File: src/ccp_pkg.sv
// Purpose: Constants for the configuration control pin logic
// Assumes: 20 MHz aclk, AXI4-Lite register access
// Notes:   Register map, field positions, modes and timing counts
// Contract
// - Reset input during configuration abandons the load and restarts it.
// - After configuration reset input sets cells asynchronously or is a plain input.
// - Master and async peripheral modes drive config clock to strobe data.
// - Slave mode and readback use an external config clock with data.
// - Daisy-chain lead in master, peripheral or system-bus mode drives clock.
// - Start-up holds off while the done pin is sensed low.
// - Done pin is open-drain, released high only after configuration completes.
// - Low program_restart_n restarts configuration and resets boundary scan.
// - During configuration, low readback trigger asserts tristate_all.
// - After configuration an option decides if the trigger still drives tristate_all.
// - With readback enabled, trigger falling edge starts readback at frame zero.
// - Readback data leaves on the shared pin; boundary scan puts TDO there.
// - Error output goes low on RAM or core init failure in listed modes.
// - The error pin also carries the host port interrupt, active low.
// - Done release and other pin release use separate delay options.
// - Mode select inputs are captured on the rising edge of init status.
// - config_busy_high stays high and config_busy_low_n low until complete.
package ccp_pkg;
  localparam logic [7:0] CCP_REG_CTRL  = 8'h00;
  localparam logic [7:0] CCP_REG_LEN   = 8'h04;
  localparam logic [7:0] CCP_REG_DLY   = 8'h08;
  localparam logic [7:0] CCP_REG_STAT  = 8'h0C;
  localparam logic [7:0] CCP_REG_IRQS  = 8'h10;
  localparam logic [7:0] CCP_REG_IRQM  = 8'h14;
  localparam logic [7:0] CCP_REG_DATA  = 8'h18;
  localparam int CCP_CTRL_RB_EN  = 0;
  localparam int CCP_CTRL_TS_AFT = 1;
  localparam int CCP_CTRL_GSR_EN = 2;
  localparam int CCP_CTRL_LEAD   = 3;
  localparam int CCP_IRQ_DONE    = 0;
  localparam int CCP_IRQ_RESTART = 1;
  localparam int CCP_IRQ_RBDONE  = 2;
  localparam int CCP_IRQ_ERR     = 3;
  localparam logic [3:0]  CCP_CTRL_RST = 4'h0;
  localparam logic [15:0] CCP_LEN_RST  = 16'h0010;
  localparam logic [15:0] CCP_DLY_RST  = 16'h0404;
  localparam logic [3:0] CCP_MODE_MASTER = 4'h0;
  localparam logic [3:0] CCP_MODE_APER   = 4'h1;
  localparam logic [3:0] CCP_MODE_SSER   = 4'h2;
  localparam logic [3:0] CCP_MODE_SPAR   = 4'h3;
  localparam logic [3:0] CCP_MODE_SYSBUS = 4'h4;
  localparam logic [3:0] CCP_MODE_JTAG   = 4'h5;
  localparam int CCP_CLK_NS       = 50;
  localparam int CCP_CONFIG_CLOCK_HALF_NS = 250;
  localparam logic [3:0] CCP_CONFIG_CLOCK_HALF =
    4'((CCP_CONFIG_CLOCK_HALF_NS + CCP_CLK_NS - 1) / CCP_CLK_NS);
  localparam logic [7:0] CCP_RB_FRAMES = 8'h04;
  typedef enum logic [1:0] {
    CCP_WAIT_INIT = 2'b00,
    CCP_LOAD      = 2'b01,
    CCP_STARTUP   = 2'b11,
    CCP_USER      = 2'b10
  } ccp_state_t;
endpackage

File: src/ccp_top.sv
// Purpose: Configuration control pins: restart, clocking, done, readback, error
// Assumes: Pins from outside pass two flops; init_fail, cell_state, tdo same clock
// Notes:   Open-drain and driven pins use active-low output enables
//
// The AXI4-Lite register port and the placing of the registers were chosen for this implementation.
`timescale 1ns/1ps
module ccp_top
  import ccp_pkg::*;
(
  // Clock and reset
  input  wire logic        aclk,
  input  wire logic        aresetn,
  // AXI4-Lite slave
  input  wire logic [7:0]  s_awaddr,
  input  wire logic        s_awvalid,
  output logic             s_awready,
  input  wire logic [31:0] s_wdata,
  input  wire logic [3:0]  s_wstrb,
  input  wire logic        s_wvalid,
  output logic             s_wready,
  output logic [1:0]       s_bresp,
  output logic             s_bvalid,
  input  wire logic        s_bready,
  input  wire logic [7:0]  s_araddr,
  input  wire logic        s_arvalid,
  output logic             s_arready,
  output logic [31:0]      s_rdata,
  output logic [1:0]       s_rresp,
  output logic             s_rvalid,
  input  wire logic        s_rready,
  // Configuration pins
  input  wire logic        cfg_reset_pin,
  input  wire logic        program_restart_n,
  input  wire logic        init_pin,
  input  wire logic [3:0]  mode_sel,
  input  wire logic        config_clock_i,
  output logic             config_clock_o,
  output logic             config_clock_oe_n,
  input  wire logic        cfg_din,
  input  wire logic [7:0]  cfg_d,
  input  wire logic        done_i,
  output logic             done_o,
  output logic             done_oe_n,
  input  wire logic        readback_cfg_n,
  output logic             readback_tdo_o,
  output logic             host_port_irq_n,
  output logic             config_busy_high,
  output logic             config_busy_low_n,
  output logic             tristate_all,
  // Core side
  input  wire logic        init_fail,
  input  wire logic [7:0]  cell_state,
  input  wire logic        bscan_active,
  input  wire logic        bscan_tdo,
  output logic             bscan_reset,
  output logic             cell_gsr,
  output logic             user_reset,
  output logic             user_io_en
);

  ////////////////////////////////////////////////////////////////////////////
  // Pin synchronisers
  localparam int PW = 19;
  logic [PW-1:0] pin_s1_q, pin_s2_q;
  logic          config_clock_s3_q, rbt_s3_q, init_s3_q;
  always_ff @(posedge aclk) begin
    if (!aresetn) begin
      // Restart and trigger pins rest high, so sync them from their idle level
      pin_s1_q <= 19'h20001;
      pin_s2_q <= 19'h20001;
      config_clock_s3_q <= 1'b0;
      rbt_s3_q <= 1'b1;
      init_s3_q <= 1'b0;
    end else begin
      pin_s1_q <= {cfg_reset_pin, program_restart_n, init_pin, mode_sel, config_clock_i,
                   cfg_din, cfg_d, done_i, readback_cfg_n};
      pin_s2_q <= pin_s1_q;
      config_clock_s3_q <= pin_s2_q[11];
      rbt_s3_q <= pin_s2_q[0];
      init_s3_q <= pin_s2_q[16];
    end
  end
  logic       rst_s, prg_n_s, init_s, config_clock_s, din_s, done_s, rbt_s;
  logic [3:0] mode_s;
  logic [7:0] d_s;
  assign {rst_s, prg_n_s, init_s, mode_s, config_clock_s, din_s, d_s, done_s, rbt_s} = pin_s2_q;

  ////////////////////////////////////////////////////////////////////////////
  // Registers
  logic [3:0]  ctrl_q, irq_s_q, irq_m_q, irq_ev;
  logic [15:0] len_q, dly_q, cnt_q;
  logic [7:0]  byte_q;
  logic [3:0]  mode_q;
  ccp_state_t  st_q;
  logic        aw_hit_q, w_hit_q, rb_act_q, done_rel_q;
  logic [7:0]  aw_q;
  logic [31:0] w_q;
  logic [3:0]  ws_q;
  logic        wr_go;
  assign wr_go = aw_hit_q && w_hit_q && !s_bvalid;

  always_ff @(posedge aclk) begin
    if (!aresetn) begin
      s_awready <= 1'b1;
      s_wready <= 1'b1;
      aw_hit_q <= 1'b0;
      w_hit_q <= 1'b0;
      aw_q <= 8'h00;
      w_q <= 32'h0;
      ws_q <= 4'h0;
      s_bvalid <= 1'b0;
      s_bresp <= 2'b00;
    end else begin
      if (s_awvalid && s_awready) begin
        aw_q <= s_awaddr;
        aw_hit_q <= 1'b1;
        s_awready <= 1'b0;
      end
      if (s_wvalid && s_wready) begin
        w_q <= s_wdata;
        ws_q <= s_wstrb;
        w_hit_q <= 1'b1;
        s_wready <= 1'b0;
      end
      if (wr_go) begin
        s_bvalid <= 1'b1;
        if (aw_q == CCP_REG_CTRL || aw_q == CCP_REG_LEN || aw_q == CCP_REG_DLY ||
            aw_q == CCP_REG_IRQS || aw_q == CCP_REG_IRQM)
          s_bresp <= 2'b00;
        else
          s_bresp <= 2'b10;
      end
      if (s_bvalid && s_bready) begin
        s_bvalid <= 1'b0;
        aw_hit_q <= 1'b0;
        w_hit_q <= 1'b0;
        s_awready <= 1'b1;
        s_wready <= 1'b1;
      end
    end
  end

  // Write strobe lane 0 gates CTRL, IRQS and IRQM writes; LEN and DLY ignore the strobes
  always_ff @(posedge aclk) begin
    if (!aresetn) begin
      ctrl_q <= CCP_CTRL_RST;
      len_q <= CCP_LEN_RST;
      dly_q <= CCP_DLY_RST;
      irq_m_q <= 4'h0;
    end else if (wr_go) begin
      if (aw_q == CCP_REG_CTRL && ws_q[0])
        ctrl_q <= w_q[3:0];
      else if (aw_q == CCP_REG_LEN)
        len_q <= w_q[15:0];
      else if (aw_q == CCP_REG_DLY)
        dly_q <= w_q[15:0];
      else if (aw_q == CCP_REG_IRQM && ws_q[0])
        irq_m_q <= w_q[3:0];
    end
  end

  // Set wins over a simultaneous write-one-to-clear
  always_ff @(posedge aclk) begin
    if (!aresetn)
      irq_s_q <= 4'h0;
    else if (wr_go && aw_q == CCP_REG_IRQS && ws_q[0])
      irq_s_q <= (irq_s_q & ~w_q[3:0]) | irq_ev;
    else
      irq_s_q <= irq_s_q | irq_ev;
  end

  always_ff @(posedge aclk) begin
    if (!aresetn) begin
      s_arready <= 1'b1;
      s_rvalid <= 1'b0;
      s_rdata <= 32'h0;
      s_rresp <= 2'b00;
    end else if (s_arvalid && s_arready) begin
      s_arready <= 1'b0;
      s_rvalid <= 1'b1;
      s_rresp <= 2'b00;
      if (s_araddr == CCP_REG_CTRL)
        s_rdata <= {28'h0, ctrl_q};
      else if (s_araddr == CCP_REG_LEN)
        s_rdata <= {16'h0, len_q};
      else if (s_araddr == CCP_REG_DLY)
        s_rdata <= {16'h0, dly_q};
      else if (s_araddr == CCP_REG_STAT)
        s_rdata <= {16'h0, cnt_q[7:0], mode_q, rb_act_q, done_rel_q, st_q};
      else if (s_araddr == CCP_REG_IRQS)
        s_rdata <= {28'h0, irq_s_q};
      else if (s_araddr == CCP_REG_IRQM)
        s_rdata <= {28'h0, irq_m_q};
      else if (s_araddr == CCP_REG_DATA)
        s_rdata <= {24'h0, byte_q};
      else begin
        s_rdata <= 32'h0;
        s_rresp <= 2'b10;
      end
    end else if (s_rvalid && s_rready) begin
      s_rvalid <= 1'b0;
      s_arready <= 1'b1;
    end
  end

  ////////////////////////////////////////////////////////////////////////////
  // Restart and mode capture
  logic restart, init_rise, drive_clk, serial;
  assign restart = !prg_n_s || (rst_s && st_q != CCP_USER);
  assign init_rise = init_s && !init_s3_q;
  assign drive_clk = mode_q == CCP_MODE_MASTER || mode_q == CCP_MODE_APER ||
                     (ctrl_q[CCP_CTRL_LEAD] && mode_q == CCP_MODE_SYSBUS);
  assign serial = mode_q == CCP_MODE_MASTER || mode_q == CCP_MODE_SSER ||
                  mode_q == CCP_MODE_JTAG;

  always_ff @(posedge aclk) begin
    if (!aresetn)
      mode_q <= CCP_MODE_SSER;
    else if (st_q == CCP_WAIT_INIT && init_rise)
      mode_q <= mode_s;
  end

  ////////////////////////////////////////////////////////////////////////////
  // Configuration clock: driven by divider or sampled from the pin
  logic [3:0] div_q;
  logic       config_clock_q, cedge;
  always_ff @(posedge aclk) begin
    if (!aresetn) begin
      div_q <= 4'h0;
      config_clock_q <= 1'b0;
    end else if (st_q == CCP_LOAD && drive_clk) begin
      if (div_q == CCP_CONFIG_CLOCK_HALF - 4'h1) begin
        div_q <= 4'h0;
        config_clock_q <= !config_clock_q;
      end else
        div_q <= div_q + 4'h1;
    end else begin
      div_q <= 4'h0;
      config_clock_q <= 1'b0;
    end
  end
  // Driven clock: sample at our own rising edge; received: synced edge
  assign cedge = drive_clk && st_q == CCP_LOAD ?
                 (!config_clock_q && div_q == CCP_CONFIG_CLOCK_HALF - 4'h1) :
                 (config_clock_s && !config_clock_s3_q);
  always_ff @(posedge aclk) begin
    if (!aresetn) begin
      config_clock_o <= 1'b0;
      config_clock_oe_n <= 1'b1;
    end else begin
      config_clock_o <= config_clock_q;
      config_clock_oe_n <= !(drive_clk && st_q == CCP_LOAD);
    end
  end

  ////////////////////////////////////////////////////////////////////////////
  // Load and start-up sequence
  logic [2:0] bit_q;
  logic [7:0] sh_q;
  always_ff @(posedge aclk) begin
    if (!aresetn || restart) begin
      st_q <= CCP_WAIT_INIT;
      cnt_q <= 16'h0;
      bit_q <= 3'h0;
      sh_q <= 8'h00;
      byte_q <= 8'h00;
      done_rel_q <= 1'b0;
    end else begin
      case (st_q)
        CCP_WAIT_INIT: begin
          if (init_rise) begin
            st_q <= CCP_LOAD;
            cnt_q <= 16'h0;
          end
        end
        CCP_LOAD: begin
          if (cedge) begin
            if (serial) begin
              sh_q <= {sh_q[6:0], din_s};
              bit_q <= bit_q + 3'h1;
              if (bit_q == 3'h7) begin
                byte_q <= {sh_q[6:0], din_s};
                cnt_q <= cnt_q + 16'h1;
              end
            end else begin
              byte_q <= d_s;
              cnt_q <= cnt_q + 16'h1;
            end
          end
          if (cnt_q == len_q) begin
            st_q <= CCP_STARTUP;
            cnt_q <= 16'h0;
          end
        end
        CCP_STARTUP: begin
          if (!done_rel_q) begin
            if (cnt_q[7:0] >= dly_q[7:0]) begin
              done_rel_q <= 1'b1;
              cnt_q <= 16'h0;
            end else
              cnt_q <= cnt_q + 16'h1;
          end else if (done_s) begin
            if (cnt_q[7:0] >= dly_q[15:8])
              st_q <= CCP_USER;
            else
              cnt_q <= cnt_q + 16'h1;
          end
        end
        default: ;
      endcase
    end
  end

  ////////////////////////////////////////////////////////////////////////////
  // Readback
  logic [7:0]  frame_q;
  logic [15:0] rsh_q;
  logic [3:0]  rbit_q;
  logic        rb_start, rb_end;
  assign rb_start = st_q == CCP_USER && ctrl_q[CCP_CTRL_RB_EN] && !rb_act_q &&
                    !rbt_s && rbt_s3_q;
  assign rb_end = rb_act_q && cedge && rbit_q == 4'hF && frame_q == CCP_RB_FRAMES - 8'h1;
  always_ff @(posedge aclk) begin
    if (!aresetn || restart) begin
      rb_act_q <= 1'b0;
      frame_q <= 8'h00;
      rbit_q <= 4'h0;
      rsh_q <= 16'h0;
    end else if (rb_start) begin
      rb_act_q <= 1'b1;
      frame_q <= 8'h00;
      rbit_q <= 4'h0;
      rsh_q <= {8'h00, cell_state};
    end else if (rb_act_q && cedge) begin
      rbit_q <= rbit_q + 4'h1;
      rsh_q <= {rsh_q[14:0], 1'b0};
      if (rbit_q == 4'hF) begin
        frame_q <= frame_q + 8'h1;
        rsh_q <= {frame_q + 8'h1, cell_state};
        if (rb_end)
          rb_act_q <= 1'b0;
      end
    end
  end

  ////////////////////////////////////////////////////////////////////////////
  // Pin outputs
  logic err;
  assign err = st_q == CCP_LOAD && init_fail && mode_q != CCP_MODE_SYSBUS;
  assign irq_ev = {err, rb_end, restart && st_q != CCP_WAIT_INIT,
                   st_q == CCP_STARTUP && done_rel_q && done_s && cnt_q[7:0] >= dly_q[15:8]};
  always_ff @(posedge aclk) begin
    if (!aresetn) begin
      done_o <= 1'b0;
      done_oe_n <= 1'b0;
      config_busy_high <= 1'b1;
      config_busy_low_n <= 1'b0;
      user_io_en <= 1'b0;
      tristate_all <= 1'b0;
      readback_tdo_o <= 1'b0;
      host_port_irq_n <= 1'b1;
      bscan_reset <= 1'b0;
      cell_gsr <= 1'b0;
      user_reset <= 1'b0;
    end else begin
      done_o <= 1'b0;
      done_oe_n <= done_rel_q && !restart;
      config_busy_high <= st_q != CCP_USER || restart;
      config_busy_low_n <= st_q == CCP_USER && !restart;
      user_io_en <= st_q == CCP_USER && !restart;
      if (st_q != CCP_USER)
        tristate_all <= !rbt_s;
      else
        tristate_all <= ctrl_q[CCP_CTRL_TS_AFT] && !rbt_s;
      readback_tdo_o <= bscan_active ? bscan_tdo : (rb_act_q && rsh_q[15]);
      host_port_irq_n <= !(err || |(irq_s_q & irq_m_q));
      bscan_reset <= !prg_n_s;
      cell_gsr <= st_q == CCP_USER && ctrl_q[CCP_CTRL_GSR_EN] && rst_s;
      user_reset <= st_q == CCP_USER && !ctrl_q[CCP_CTRL_GSR_EN] && rst_s;
    end
  end
endmodule

File: config.mk
export PLATFORM = sky130hd
export DESIGN_NAME = ccp_top
export DESIGN_NICKNAME = d
export VERILOG_FILES = /design/src/ccp_pkg.sv /design/src/ccp_top.sv
export SDC_FILE = /design/constraint.sdc
export NUM_CORES = 1
export LEC_CHECK = 0
export ABC_AREA = 1
export BUFFER_PORTS_ARGS = -buffer_cell sky130_fd_sc_hd__buf_4
export CAP_MARGIN = 20
export CORE_UTILIZATION = 55
export CTS_BUF_LIST = sky130_fd_sc_hd__clkbuf_16
export DETAILED_ROUTE_END_ITERATION = 6
export PLACE_DENSITY = 0.77
export SYNTH_ARGS = -nofsm -noshare
export SYNTH_HDL_FRONTEND = slang
export SYNTH_SLANG_ARGS = --single-unit
File: constraint.sdc
create_clock -name aclk -period 2.15 [get_ports aclk]
set_input_delay 0.215 -clock aclk [delete_from_list [all_inputs] [get_ports aclk]]
set_output_delay 0.215 -clock aclk [all_outputs]
set_load 0.02 [all_outputs]
==> results.yml <==
grt:
  grt_pass1_vias: 9015
  overflow: 0
  grt_pass1_wl_mm: 42.5
  grt_max_degree: 39
  track_usage: 0.284
  antenna_found_initial: 0
timing:
  maxSlewViolCount: 0
  worstMarginPinSlew_ns: 0.575
  min_period_ns: 2.00
  fin_worst_skew_ns: 0.0152
  final-hold-violation-count: 0
  setup_viol: 0
  period_share: 0.932
  rsz0062_at_grt: "false"
  clock.fmax_ghz: 0.499
  relSlewSlack: 0.613
  finalSetupTns_ns: 0
critical_path:
  ff2ff_setup_slack_ns: 0.15
  end_kind: "register"
  worst-path-max-fanout: 9
  r2r_start: "dly_q[9]"
  r2r-end: "cnt_q[15]"
  worst-endpoint-required_ns: 2.58
  cp.arrival_ns: 2.43
  start_kind: "register"
  slowest_delay_ns: 0.33
  cpMostUsedCell: "nand2_1"
  reg2reg_depth: 11
  criticalPathCategory: "register to register"
  cp_slowest_cell: "ha_1"
  cp_cell_sequence: "inv_1 > ha_1 > a21oi_1 > o21ai_0 > nand2_1 > nand4_1 > nand2_1 > inv_1 > nor2_4 > nand2_1 > a21oi_1"
logic_synthesis:
  synthMostInstantiatedCell: "nand2_1"
  yosysTopAreaCellShare: 0.439
  yosys_warnings: 0
  synth_edf_count: 0
  ys_ff_latch: 221
  yosys.cell_types.count: 47
  async_reset_ff_frac: 0
  netlist_area_sq_mm: 0.0101
  syn_area_per_cell_sq_um: 7.16
  synthTopCellsByCount: "nand2_1, dfxtp_1, inv_1, a21oi_1, nor2_1"
  ys_top_cells_by_area: "dfxtp_1, nand2_1, a21oi_1, inv_1, o21ai_0"
  synthFlopType: "dfxtp_1"
  synth.largest_area_cell: "dfxtp_1"
  synthCells: 1407
  ys_seq_area_frac: 0.439
clocking:
  clockRootBuffer: "clkbuf_16"
  clockBufferDepth: 3
  clk_latency_ns: 0.52
  cts_tree: "built"
  h-tree-depth: 1
  numCtsBuffers: 24
  cts.sinks: 221
  path_clk_slew_ns: 0.06
  cts_post_setup_buffers_inserted: 0
die:
  start_util: 0.561
  die_area_sq_mm: 0.0189
  rows: 49
  fp.dieW_um: 137
  core-area_sq_mm: 0.0180
  die-height_um: 137
  io_pins: 143
layout:
  num_antenna_cells: 0
  layout-drive-gt1-share: 0.146
  area_growth_pct: 22.2
  num-nets-final: 1674
min_path:
  min_to: "aw_q[6]"
  whs_path_depth: 3
  hp-start: "s_awaddr[6]"
  hold_class: "input port to register"
detailed_routing:
  routed-wl-met3_mm: 1.38
  dr.first_iter.drc_count: 650
  ant_nets: 0
  wl_per_cell_um: 14.5
  routed.top_layer: "met4"
  met2_length_mm: 12.6
  drtPass1Iterations: 5
  drt-met1-wl_mm: 11.2
  routed_wl_mm: 26.2
  viasPerCell: 5.22
  drc_errors: 0
  via_count: 9441
pwr:
  power.density_mw_per_mm2: 748
  power_mw: 9.21
  ir_drop_mv: 0.775
  p_leak_nw: 5.51
place:
  gp_congestion: 0.946
  port_buffers: 104
  place_hpwl_mm: 18.5
run_status:
  status: "completed"
flow_run:
  drv_cap: 0
## layer usage
metal | up-vias | track usage
li1 | 4792 | -
met1 | 4291 | 0.350
met2 | 292 | 0.497
met3 | 66 | 0.0383
met4 | 0 | 0.119
met5 | - | 0
## how the worst max path moves through the flow
stage,start,endpoint,slack [ns],depth (start not counted)
floorplan,cnt_q[7],cnt_q[9],0.42,9
global placement,cnt_q[1],cnt_q[7],0.24,10
detailed placement,cnt_q[1],cnt_q[15],0.11,10
CTS,cnt_q[1],cnt_q[15],0.08,10
global route,cnt_q[7],cnt_q[4],0.01,9
finish,dly_q[9],cnt_q[15],0.15,11
## layout by cell type (no fill, tap or decap), drive strengths merged
| cell | count |
|---|---|
| xor2 | 8 |
| o211ai | 5 |
| dfxtp | 221 |
| dlygate4sd3 | 42 |
| nor2 | 146 |
| inv | 198 |
| ha | 23 |
| a21o | 1 |
| nand2 | 334 |
| clkinv | 13 |
| nor3 | 7 |
| mux2 | 7 |
| o221ai | 2 |
| o21bai | 1 |
| o22ai | 13 |
| buf | 135 |
| xnor2 | 2 |
| clkinvlp | 3 |
| nand3b | 1 |
| conb | 19 |
| bufinv | 3 |
| a211oi | 1 |
| o21ai | 126 |
| or2 | 5 |
| a22o | 1 |
| a21oi | 155 |
| clkbuf | 24 |
| a31oi | 6 |
| nor4 | 5 |
| o2111ai | 1 |
| nand4 | 20 |
| nand3 | 48 |
| o21a | 3 |
| and3 | 1 |
## per-stage QoR
step | setup WS, ns | hold WS, ns | area (sq um) | instances | utilization
CTS | 0.0844 | 0.00880 | 12300 | 1809 | 0.684
detailed placement | 0.105 | 0.397 | 11100 | 1723 | 0.617
finish | 0.146 | 0.0162 | 12300 | 1809 | 0.685
floorplan | 0.421 | 0.313 | 10100 | 1425 | -
global placement | 0.236 | 0.394 | 11100 | 1723 | 0.617
global route | 0.0105 | 0.0437 | 12300 | 1809 | 0.685
## worst max-delay path: cells and delay by family (launching register included)
kind	cells	cell delay (ns)
compound gates	3	0.43
fa+ha+maj	1	0.33
buf+inv	2	0.17
flops	1	0.32
simple gates	5	0.67
## timing repair
action	CTS	global route
endpoints found under the hold margin	42	0
gates resized for setup	0	5
hold buffers	42	0
setup endpoints to repair	0	21
## report_power, final
part	total (mW)	switching, mW	internal (mW)
Sequential	4.29	0.0775	4.21
Clock	4.12	1.71	2.41
Combinational	0.807	0.489	0.318
## area by class of cell
class	count	area (sq um)
fill	1477	5650
clock inverter	20	193
sequential	221	4430
tap	229	287
inverter	197	739
timing repair buffer	177	1430
clock buffer	24	601
multi-input combinational	941	4630
## state kept, by name, indices dropped and copies added (netlist names), 2 cells and up
signal    count
aw_q          8
bit_q         3
byte_q        8
cnt_q        16
ctrl_q        4
div_q         4
dly_q        16
frame_q       8
irq_m_q       4
irq_s_q       4
len_q        16
mode_q        4
pin_s1_q     19
pin_s2_q     19
rbit_q        4
rsh_q        16
s_rdata      16
sh_q          7
st_q          2
w_q          16
## logic make-up after synthesis
| logic type | share of synthesized area |
|---|---|
| AOI/OAI and AO/OA | 0.164 |
| xor gates and xnor gates | 0.00869 |
| and+or+nand+nor | 0.242 |
| other | 0.000372 |
| DFF | 0.439 |
| adders and majority gates | 0.0286 |
| muxes | 0.00782 |
| buffers and inverters | 0.109 |
No activity file was read; power rests on OpenSTA's default activity.
